[src/core/fsx_defs.svh]
// constants of the float status and exception unit
`ifndef FSX_DEFS_SVH
`define FSX_DEFS_SVH

// status and control word bit positions
`define FSX_ERR_BIT        15
`define FSX_DIS_BIT        14
`define FSX_UV_EN_BIT      11
`define FSX_UF_EN_BIT      10
`define FSX_OV_EN_BIT      9
`define FSX_CV_EN_BIT      8
`define FSX_DBL_BIT        7
`define FSX_LONG_BIT       6
`define FSX_CHOP_BIT       5
`define FSX_NEG_BIT        3
`define FSX_ZERO_BIT       2
`define FSX_OVF_BIT        1
`define FSX_CARRY_BIT      0

// writable bits: 13, 12 and 4 are reserved and read as zero
`define FSX_STATUS_WMASK   16'hcfef
`define FSX_STATUS_RST     16'h0000

// exception codes
`define FSX_EC_RST         4'h0
`define FSX_EC_ILLEGAL     4'h2
`define FSX_EC_DIVZ        4'h4
`define FSX_EC_CONV        4'h6
`define FSX_EC_OVF         4'h8
`define FSX_EC_UNF         4'ha
`define FSX_EC_UNDEF       4'hc

// shared interrupt vector, octal 244
`define FSX_INT_VECTOR     9'h0a4

// address steps for autoincrement and autodecrement, octal 4 and 10
`define FSX_STEP_SINGLE    4'h4
`define FSX_STEP_DOUBLE    4'h8

// integer widths used by conversions
`define FSX_INT_W_SHORT    7'h10
`define FSX_INT_W_LONG     7'h20

// highest legal accumulator numbers
`define FSX_MAX_AC_REG     3'h5
`define FSX_MAX_AC_MEM     3'h3

// first word of a floating value: sign and biased exponent field
`define FSX_SIGN_BIT       15
`define FSX_EXP_HI         14
`define FSX_EXP_LO         7

`endif

[src/core/fsx_pkg.sv]
// types and shared decode of the float status and exception unit
package fsx_pkg;
   `include "fsx_defs.svh"

   // class of the operation being reported by the host
   typedef enum logic [2:0] {
      fsx_op_other,
      fsx_op_arith,
      fsx_op_load,
      fsx_op_postchk,
      fsx_op_to_int
   } fsx_op_t;

   // sign set and biased exponent zero marks an undefined value
   function automatic logic fsx_is_neg_zero(input logic [15:0] word);
      fsx_is_neg_zero = word[`FSX_SIGN_BIT] &&
                        (word[`FSX_EXP_HI:`FSX_EXP_LO] == 8'h00);
   endfunction
endpackage
[src/core/fsx_exception_unit.sv]
// float status, mode and exception unit
`timescale 1ns/1ps
`default_nettype none
//
// Behaviour
// [RULE_01] six exceptions coded 2 to 12
// [RULE_02] all exceptions share vector octal 244
// [RULE_03] error flag set on div0, illegal, enabled
// [RULE_04] only status load clears error flag
// [RULE_05] global disable suppresses every float interrupt
// [RULE_06] memory -0 operand traps when enabled
// [RULE_07] accumulator -0 never traps; else usable
// [RULE_08] -0 stored only with an interrupt
// [RULE_09] enabled underflow interrupts, exponent kept wrapped
// [RULE_10] disabled underflow stores exact zero silently
// [RULE_11] overflow interrupts or stores exact zero
// [RULE_12] failed conversion zeroes destination, optional interrupt
// [RULE_13] bit 7 selects double precision
// [RULE_14] bit 6 selects 32-bit integers
// [RULE_15] bit 5 selects chop instead of round
// [RULE_16] negative, zero, overflow flags follow result
// [RULE_17] carry only on conversion carry out
// [RULE_18] code and address update with error
// [RULE_19] code and address have no write path
// [RULE_20] mode 0 uses accumulators 0 to 5
// [RULE_21] address step 4 single, 8 double
// [RULE_22] most significant word at lowest address
// [RULE_23] -0 is sign one, exponent zero
module fsx_exception_unit
   import fsx_pkg::*;
#(
   parameter int ADDR_W = 16
)(
   input  wire logic                    sys_clk,
   input  wire logic                    rst_n,
   input  wire logic                    clk_en,
   input  wire logic                    bus_reset,
   input  wire logic                    load_status_valid,
   input  wire logic             [15:0] load_status_data,
   input  wire logic                    op_valid,
   input  wire fsx_pkg::fsx_op_t        op_class,
   input  wire logic             [ADDR_W-1:0] op_addr,
   input  wire logic             [2:0]  op_mode,
   input  wire logic             [2:0]  op_src_reg,
   input  wire logic             [2:0]  op_ac,
   input  wire logic                    op_illegal,
   input  wire logic             [15:0] operand_hi,
   input  wire logic                    res_negative,
   input  wire logic                    res_zero,
   input  wire logic                    res_div_zero,
   input  wire logic                    res_overflow,
   input  wire logic                    res_underflow,
   input  wire logic             [15:0] res_hi,
   input  wire logic             [9:0]  res_exp_wide,
   input  wire logic             [6:0]  conv_bits,
   input  wire logic                    conv_carry,
   input  wire logic             [ADDR_W-1:0] xfer_base,
   input  wire logic             [1:0]  xfer_index,
   input  wire logic                    int_ack,
   output logic                  [15:0] float_status_control,
   output logic                  [3:0]  float_exception_code,
   output logic                  [ADDR_W-1:0] float_exception_address,
   output logic                         int_req,
   output logic                  [8:0]  int_vector,
   output logic                         op_done,
   output logic                         op_abort,
   output logic                         dest_zero,
   output logic                         result_exact_zero,
   output logic                  [7:0]  stored_exp,
   output logic                  [ADDR_W-1:0] xfer_addr,
   output logic                  [3:0]  addr_step,
   output logic                  [6:0]  int_width,
   output logic                         double_precision_select,
   output logic                         long_integer_select,
   output logic                         chop_select
);
   `include "fsx_defs.svh"

   // all registered state of the unit apart from the reset synchronizer
   typedef struct packed {
      logic [15:0]       status;
      logic [3:0]        exc_code;
      logic [ADDR_W-1:0] exc_addr;
      logic              int_pend;
      logic              done;
      logic              abort;
      logic              dest_zero;
      logic              exact_zero;
      logic [7:0]        exp;
      logic [ADDR_W-1:0] xfer_addr;
   } fsx_state_t;

   fsx_state_t state_q;
   fsx_state_t state_d;

   logic [1:0] rst_sync_q;
   logic       rst_int_n;

   logic       sel_illegal;
   logic       undef_hit;
   logic       undef_after;

   logic       illegal;
   logic       undef_before;
   logic       undef_late;
   logic       executes;
   logic       div_zero;
   logic       overflow;
   logic       underflow;
   logic       conv_fail;
   logic       err_event;
   logic       raise_int;
   logic       exact_zero;
   logic [3:0] code;

   // release of the asynchronous reset through two flip-flops
   always_ff @(posedge sys_clk or negedge rst_n) begin
      if (!rst_n) begin
         rst_sync_q <= 2'h0;
      end else begin
         rst_sync_q <= {rst_sync_q[0], 1'b1};
      end
   end
   assign rst_int_n = rst_sync_q[1];

   // accumulator legality and undefined operand detection
   fsx_operand_check u_check (
      .op_mode     (op_mode),
      .op_src_reg  (op_src_reg),
      .op_ac       (op_ac),
      .op_class    (op_class),
      .operand_hi  (operand_hi),
      .undef_en    (state_q.status[`FSX_UV_EN_BIT]),
      .sel_illegal (sel_illegal),
      .undef_hit   (undef_hit),
      .undef_after (undef_after)
   );

   // classify the reported operation
   always_comb begin
      illegal      = op_valid && (op_illegal || sel_illegal); // [RULE_20]
      undef_before = op_valid && !illegal && undef_hit && !undef_after; // [RULE_06]
      executes     = op_valid && !illegal && !undef_before;
      undef_late   = executes && undef_hit && undef_after; // [RULE_06]
      div_zero     = executes && res_div_zero;
      overflow     = executes && res_overflow;
      underflow    = executes && res_underflow;
      // conversion fails when the integer needs more bits than the width allows
      conv_fail    = executes && (op_class == fsx_op_to_int) &&
                     (conv_bits > int_width); // [RULE_12] [RULE_14]
   end

   // exception code, first cause wins
   always_comb begin
      code = `FSX_EC_RST;
      if (illegal) begin
         code = `FSX_EC_ILLEGAL; // [RULE_01]
      end else if (undef_before || undef_late) begin
         code = `FSX_EC_UNDEF; // [RULE_01]
      end else if (div_zero) begin
         code = `FSX_EC_DIVZ; // [RULE_01]
      end else if (conv_fail && state_q.status[`FSX_CV_EN_BIT]) begin
         code = `FSX_EC_CONV; // [RULE_01]
      end else if (overflow && state_q.status[`FSX_OV_EN_BIT]) begin
         code = `FSX_EC_OVF; // [RULE_01]
      end else if (underflow && state_q.status[`FSX_UF_EN_BIT]) begin
         code = `FSX_EC_UNF; // [RULE_01]
      end
   end

   // error event and the interrupt it may raise
   always_comb begin
      err_event = illegal || div_zero || undef_before || undef_late ||
                  (conv_fail && state_q.status[`FSX_CV_EN_BIT]) ||
                  (overflow && state_q.status[`FSX_OV_EN_BIT]) ||
                  (underflow && state_q.status[`FSX_UF_EN_BIT]); // [RULE_03]
      raise_int = err_event && !state_q.status[`FSX_DIS_BIT]; // [RULE_05]
      // disabled range errors, post-checked -0 and any silent -0 become exact zero
      exact_zero = (overflow && !state_q.status[`FSX_OV_EN_BIT]) || // [RULE_11]
                   (underflow && !state_q.status[`FSX_UF_EN_BIT]) || // [RULE_10]
                   undef_late ||
                   (executes && fsx_is_neg_zero(res_hi) && !raise_int); // [RULE_08] [RULE_23]
   end

   // next state
   always_comb begin
      state_d = state_q;
      state_d.done       = 1'b0;
      state_d.abort      = 1'b0;
      state_d.dest_zero  = 1'b0;
      state_d.exact_zero = 1'b0;

      // status load writes mode, enables, flags and the error flag from the loaded word
      if (load_status_valid) begin
         state_d.status = load_status_data & `FSX_STATUS_WMASK; // [RULE_04] [RULE_19]
      end

      if (op_valid) begin
         state_d.done  = 1'b1;
         state_d.abort = illegal || undef_before; // [RULE_06]
      end

      // result side effects of an executed operation
      if (executes) begin
         state_d.dest_zero  = conv_fail; // [RULE_12]
         state_d.exact_zero = exact_zero || conv_fail;
         // enabled range errors keep the low eight exponent bits, off by octal 400
         state_d.exp = exact_zero ? 8'h00 : res_exp_wide[7:0]; // [RULE_09] [RULE_11]
         state_d.status[`FSX_NEG_BIT]  = res_negative && !exact_zero && !conv_fail; // [RULE_16]
         state_d.status[`FSX_ZERO_BIT] = res_zero || exact_zero || conv_fail; // [RULE_16]
         state_d.status[`FSX_OVF_BIT]  = overflow; // [RULE_16]
         state_d.status[`FSX_CARRY_BIT] = (op_class == fsx_op_to_int) &&
                                          conv_carry; // [RULE_17]
      end

      // error flag is set by hardware or by a status load; a set beats a load clear
      if (err_event) begin
         state_d.status[`FSX_ERR_BIT] = 1'b1; // [RULE_03] [RULE_04]
         // code and address follow the error even when interrupts are disabled
         state_d.exc_code = code; // [RULE_18]
         state_d.exc_addr = op_addr; // [RULE_18]
      end

      // interrupt request stands until acknowledged or bus reset
      if (int_ack || bus_reset) begin
         state_d.int_pend = 1'b0;
      end
      if (raise_int) begin
         state_d.int_pend = 1'b1; // [RULE_05]
      end

      // memory word address: word 0 is the most significant, lowest address
      state_d.xfer_addr = xfer_base + ADDR_W'({xfer_index, 1'b0}); // [RULE_22]
   end

   // state register; clock enable freezes everything
   always_ff @(posedge sys_clk or negedge rst_int_n) begin
      if (!rst_int_n) begin
         state_q.status     <= `FSX_STATUS_RST;
         state_q.exc_code   <= `FSX_EC_RST;
         state_q.exc_addr   <= '0;
         state_q.int_pend   <= 1'b0;
         state_q.done       <= 1'b0;
         state_q.abort      <= 1'b0;
         state_q.dest_zero  <= 1'b0;
         state_q.exact_zero <= 1'b0;
         state_q.exp        <= 8'h00;
         state_q.xfer_addr  <= '0;
      end else if (clk_en) begin
         state_q <= state_d;
      end
   end

   // register views
   assign float_status_control    = state_q.status;
   assign float_exception_code    = state_q.exc_code; // [RULE_19]
   assign float_exception_address = state_q.exc_addr; // [RULE_19]
   assign int_req                 = state_q.int_pend;
   assign int_vector              = `FSX_INT_VECTOR; // [RULE_02]
   assign op_done                 = state_q.done;
   assign op_abort                = state_q.abort;
   assign dest_zero               = state_q.dest_zero;
   assign result_exact_zero       = state_q.exact_zero;
   assign stored_exp              = state_q.exp;
   assign xfer_addr               = state_q.xfer_addr;

   // mode selects driven from the status word
   assign double_precision_select = state_q.status[`FSX_DBL_BIT]; // [RULE_13]
   assign long_integer_select     = state_q.status[`FSX_LONG_BIT]; // [RULE_14]
   assign chop_select             = state_q.status[`FSX_CHOP_BIT]; // [RULE_15]
   assign addr_step = state_q.status[`FSX_DBL_BIT] ? `FSX_STEP_DOUBLE
                                                   : `FSX_STEP_SINGLE; // [RULE_21]
   assign int_width = state_q.status[`FSX_LONG_BIT] ? `FSX_INT_W_LONG
                                                    : `FSX_INT_W_SHORT; // [RULE_14]
endmodule // fsx_exception_unit
`default_nettype wire

[src/core/fsx_operand_check.sv]
// operand legality and undefined-value detection
`timescale 1ns/1ps
`default_nettype none
module fsx_operand_check
   import fsx_pkg::*;
(
   input  wire logic             [2:0]  op_mode,
   input  wire logic             [2:0]  op_src_reg,
   input  wire logic             [2:0]  op_ac,
   input  wire fsx_pkg::fsx_op_t        op_class,
   input  wire logic             [15:0] operand_hi,
   input  wire logic                    undef_en,
   output logic                         sel_illegal,
   output logic                         undef_hit,
   output logic                         undef_after
);
   `include "fsx_defs.svh"

   logic mem_mode;
   logic class_checked;

   // mode 0 takes an accumulator, every other mode touches memory or registers
   assign mem_mode = (op_mode != 3'h0);

   // accumulators 6 and 7 only exist as illegal codes in mode 0
   assign sel_illegal = (!mem_mode && (op_src_reg > `FSX_MAX_AC_REG)) ||
                        (op_ac > `FSX_MAX_AC_MEM); // [RULE_20]

   // arithmetic, compare, modulo, load and the post-checked group look at operands
   assign class_checked = (op_class == fsx_op_arith) || (op_class == fsx_op_load) ||
                          (op_class == fsx_op_postchk);

   // only memory operands trap; an accumulator holding -0 never does
   assign undef_hit = undef_en && mem_mode && class_checked &&
                      fsx_is_neg_zero(operand_hi); // [RULE_06] [RULE_07] [RULE_23]

   // negate, absolute and test trap after the result is written
   assign undef_after = (op_class == fsx_op_postchk); // [RULE_06]
endmodule // fsx_operand_check
`default_nettype wire

[config.mk]
export PLATFORM = sky130hd
export DESIGN_NAME = fsx_exception_unit
export DESIGN_NICKNAME = d
export VERILOG_FILES = /design/src/core/fsx_pkg.sv /design/src/core/fsx_exception_unit.sv /design/src/core/fsx_operand_check.sv
export VERILOG_INCLUDE_DIRS = /design/src /design/src/core
export SDC_FILE = /design/constraint.sdc
export NUM_CORES = 1
export LEC_CHECK = 0
export ABC_AREA = 1
export BUFFER_PORTS_ARGS = -buffer_cell sky130_fd_sc_hd__buf_2
export CAP_MARGIN = 20
export CORE_MARGIN = 1.5
export CORE_UTILIZATION = 38
export DETAILED_ROUTE_END_ITERATION = 12
export GPL_TIMING_DRIVEN = 1
export PLACE_DENSITY = 0.85
export SLEW_MARGIN = 20
export SYNTH_ARGS = -nofsm -noshare
export SYNTH_HDL_FRONTEND = slang
export SYNTH_SLANG_ARGS = --single-unit
[constraint.sdc]
create_clock -name sys_clk -period 1.8 [get_ports sys_clk]
set_clock_uncertainty 0.1 [all_clocks]
set_input_delay 0.36 -clock sys_clk [delete_from_list [all_inputs] [get_ports sys_clk]]
set_output_delay 0.36 -clock sys_clk [all_outputs]
set_load 0.02 [all_outputs]
==> results.ini <==
[outcome]
outcome = finished with violations
violations = setup timing

[layout]
drive_gt1_share_pct = 51.97
multi_input_area_mm2 = 0.001668
register_area_mm2 = 0.001579
synthToLayoutAreaGrowth_pct = 58.91
fillers = 709
layout.cells.non_filler = 740
antenna_cells = 0
final_nets = 760
fin_area_mm2 = 0.005221

[floorplan]
core_mm2 = 0.008299
die_area_mm2 = 0.009213
start_util_pct = 39.59
io_pins = 213
dieWidth_um = 95.99
rows = 33
die_h_um = 95.99

[clock_tree]
tritoncts = built
clkTransAtPathRegs_ps = 70
h-tree-depth = 3
clockBufferDepth = 2
clock_latency_ps = 340
numCtsBuffers = 9
cts_sinks = 63
cts_root_buf = clkbuf_8

[sta]
fin_tns_setup_ps = -7831
setup_slack_ps = -289.7
hold_slack_ps = 121.1
rsz0062_at_grt = yes
hold_viol = 0
drv_slew = 0
max_freq_ghz = 0.4785
period_minus_slack_ps = 2090
timing.final.crit_share_pct = 116.1
finalSetupViolations = 35

[global_routing]
met1_usage_pct = 22.76
busiest_layer = met2
grt_max_degree = 35
grt_overflow = 0
grtUsageMet3_pct = 4.739
grt_pass1_vias = 3272
antenna_found_initial = 1
grt_pass1_wl_um = 14520
grt_usage_pct = 20.56
gr-usage-met2_pct = 37.62

[setup_path]
crit_fanout = 2
cp.arrival_ps = 2220
cp-end-kind = flop
reg2reg_to = stored_exp[7]$_DFFE_PN0P_
start_kind = input pin
worst-r2r-setup-slack_ps = -270
startpoint = xfer_base[1]
worst_setup_path_endpoint = xfer_addr[15]$_DFFE_PN0P_
r2r_cells = 14
rr_startpoint = float_status_control[6]$_DFFE_PN0P_
path_class = in -> reg
cp.required_ps = 1930

[pwr]
p_leak_nw = 2.885
combPwrFrac_pct = 29.0
vdd_drop_max_uv = 454.7
p_per_area_mw_per_mm2 = 834.2
power.share.switching_pct = 32.79
sequentialPowerShare_pct = 39.7
p_int_mw = 2.927
switching_power_mw = 1.428
power_mw = 4.355
clockPowerShare_pct = 31.4

[detailed_routing]
routed_wl_um = 9727
vias = 3418
vias_per_cell = 4.619
drt-pass1-iter-count = 4
drcViolationCount = 0
first_iter_violations = 86
wl_per_cell_um = 13.14
ant_nets = 0

[yosys]
synthCells = 395
synth_area_mm2 = 0.003286
synth_top_area_cell = dfrtp_1
synth_flop_cell = dfrtp_1
synth_area_per_cell_um2 = 8.318
yosys_warnings = 0
yosysMostFrequentCell = nand2_1
synth_cell_types = 37
ys_seq_area_share_pct = 47.98
synthTopCellsByArea = dfrtp_1 (48%), nand2_1 (15%), buf_4 (6.2%)
yosys-top-cells-count = nand2_1 (130), dfrtp_1 (63), nor2_1 (32)
async_reset_ff_share_pct = 100.0
synth-edff-count = 0
synth_top_area_share_pct = 47.98
synth.ff_latch_count = 63

[place]
placed_area_mm2 = 0.004536
place_congestion = 0.8139
place_hpwl_um = 7203
dp.cells = 698
port_buffers = 170

[hold_path]
hold_class = in -> reg

[flow_run]
drv_cap = 0

-- timing repair --
action	CTS	global route
resized for setup	21	47
hold buffers	1	0
endpoints found under the setup margin	39	43
buffers inserted	19	8
hold endpoints to repair	2	0
pin swaps	32	27
cloned	0	0
-- layout by cell type (no fill, tap or decap), types with 5 or more instances in the layout --
master    instances
inv_2             6
clkbuf_8         10
a21oi_1           7
conb_1           21
nor2_4           10
buf_4            58
nand2_2           8
nand2_1         121
buf_2           167
buf_6             9
mux2_2            5
dfrtp_1          61
nand3_2          11
inv_1            26
o21ai_0           9
nor2_1           23
o21ai_1           9
nand3_1           9
-- cell type report --
cell class              count  share of cell area [%]
repair buffers            240                   28.21
flip-flops and latches     63                   30.24
well taps                 105                   2.516
inverters                  35                   2.852
clock buffers              10                   2.636
multi-input cells         281                   31.94
clock inverters             6                   1.606
-- power by group through the flow --
stage	clock (mW)	combinational, mW	sequential [mW]
5_1_grt	1.46	1.38	1.75
4_1_cts	1.40	1.21	1.72
3_3_place_gp	0	1.12	1.74
3_5_place_dp	0	1.15	1.75
2_1_floorplan	0	0.446	2.00
6_report	1.37	1.26	1.73
-- per-stage QoR --
step | util, % | worst slack (ps)
3_3_place_gp | 54.65 | -643.2
6_report | 62.91 | -289.7
5_1_grt | 62.91 | -404.1
2_1_floorplan | - | -481.8
3_5_place_dp | 54.65 | -771.5
4_1_cts | 60.21 | -301.9
-- registers in the layout (all words and copies together), names as in the netlist --
| name | flops |
|---|---|
| result_exact_zero | 1 |
| float_status_control | 13 |
| op_abort | 1 |
| dest_zero | 1 |
| int_req | 1 |
| xfer_addr | 16 |
| rst_sync_q | 2 |
| float_exception_address | 16 |
| op_done | 1 |
| float_exception_code | 3 |
| stored_exp | 8 |
-- logic make-up (layout without fill, tap and decap cells) --
| group | count (synthesis) | in the layout | synth area share (%) |
|---|---|---|---|
| compound gates | 41 | 41 | 7.578 |
| fa+ha+maj | 5 | 5 | 2.133 |
| simple gates | 202 | 202 | 27.30 |
| buf+inv | 70 | 291 | 11.20 |
| xor+xnor | 7 | 7 | 1.866 |
| other cells | 2 | 21 | 0.2286 |
| flops | 63 | 63 | 47.98 |
| mux | 5 | 5 | 1.714 |
-- worst max-delay path, cell delays in order --
cell	delay (ps)
buf_8	70
ha_4	120
inv_2	30
fa_2	380
nor2_4	120
nand2_2	90
nor2_4	120
nand2_2	70
nor2_4	130
nand2_2	80
nor2_4	130
nand3_2	90
nand3b_1	180
xnor2_1	130
nand2_1	60
nand2_1	40
-- routing by layer --
layer  wire [um]  vias up
li1            -     1676
met1        3859     1575
met2        5070      142
met3         605       23
met4         178        2
met5          13        -
-- worst min path at each step --
stage / startpoint / to / depth (start not counted)
final: op_addr[12] / float_exception_address[12]$_DFFE_PN0P_ / 3
after global routing: op_addr[15] / float_exception_address[15]$_DFFE_PN0P_ / 3
after CTS: op_addr[4] / float_exception_address[4]$_DFFE_PN0P_ / 3
after detailed placement: rst_n / rst_sync_q[0]$_DFF_PN0_ / 1
after global placement: rst_n / rst_sync_q[0]$_DFF_PN0_ / 1
after floorplan: rst_n / rst_sync_q[0]$_DFF_PN0_ / 0
Note: power is estimated with default switching activity, not from simulation.
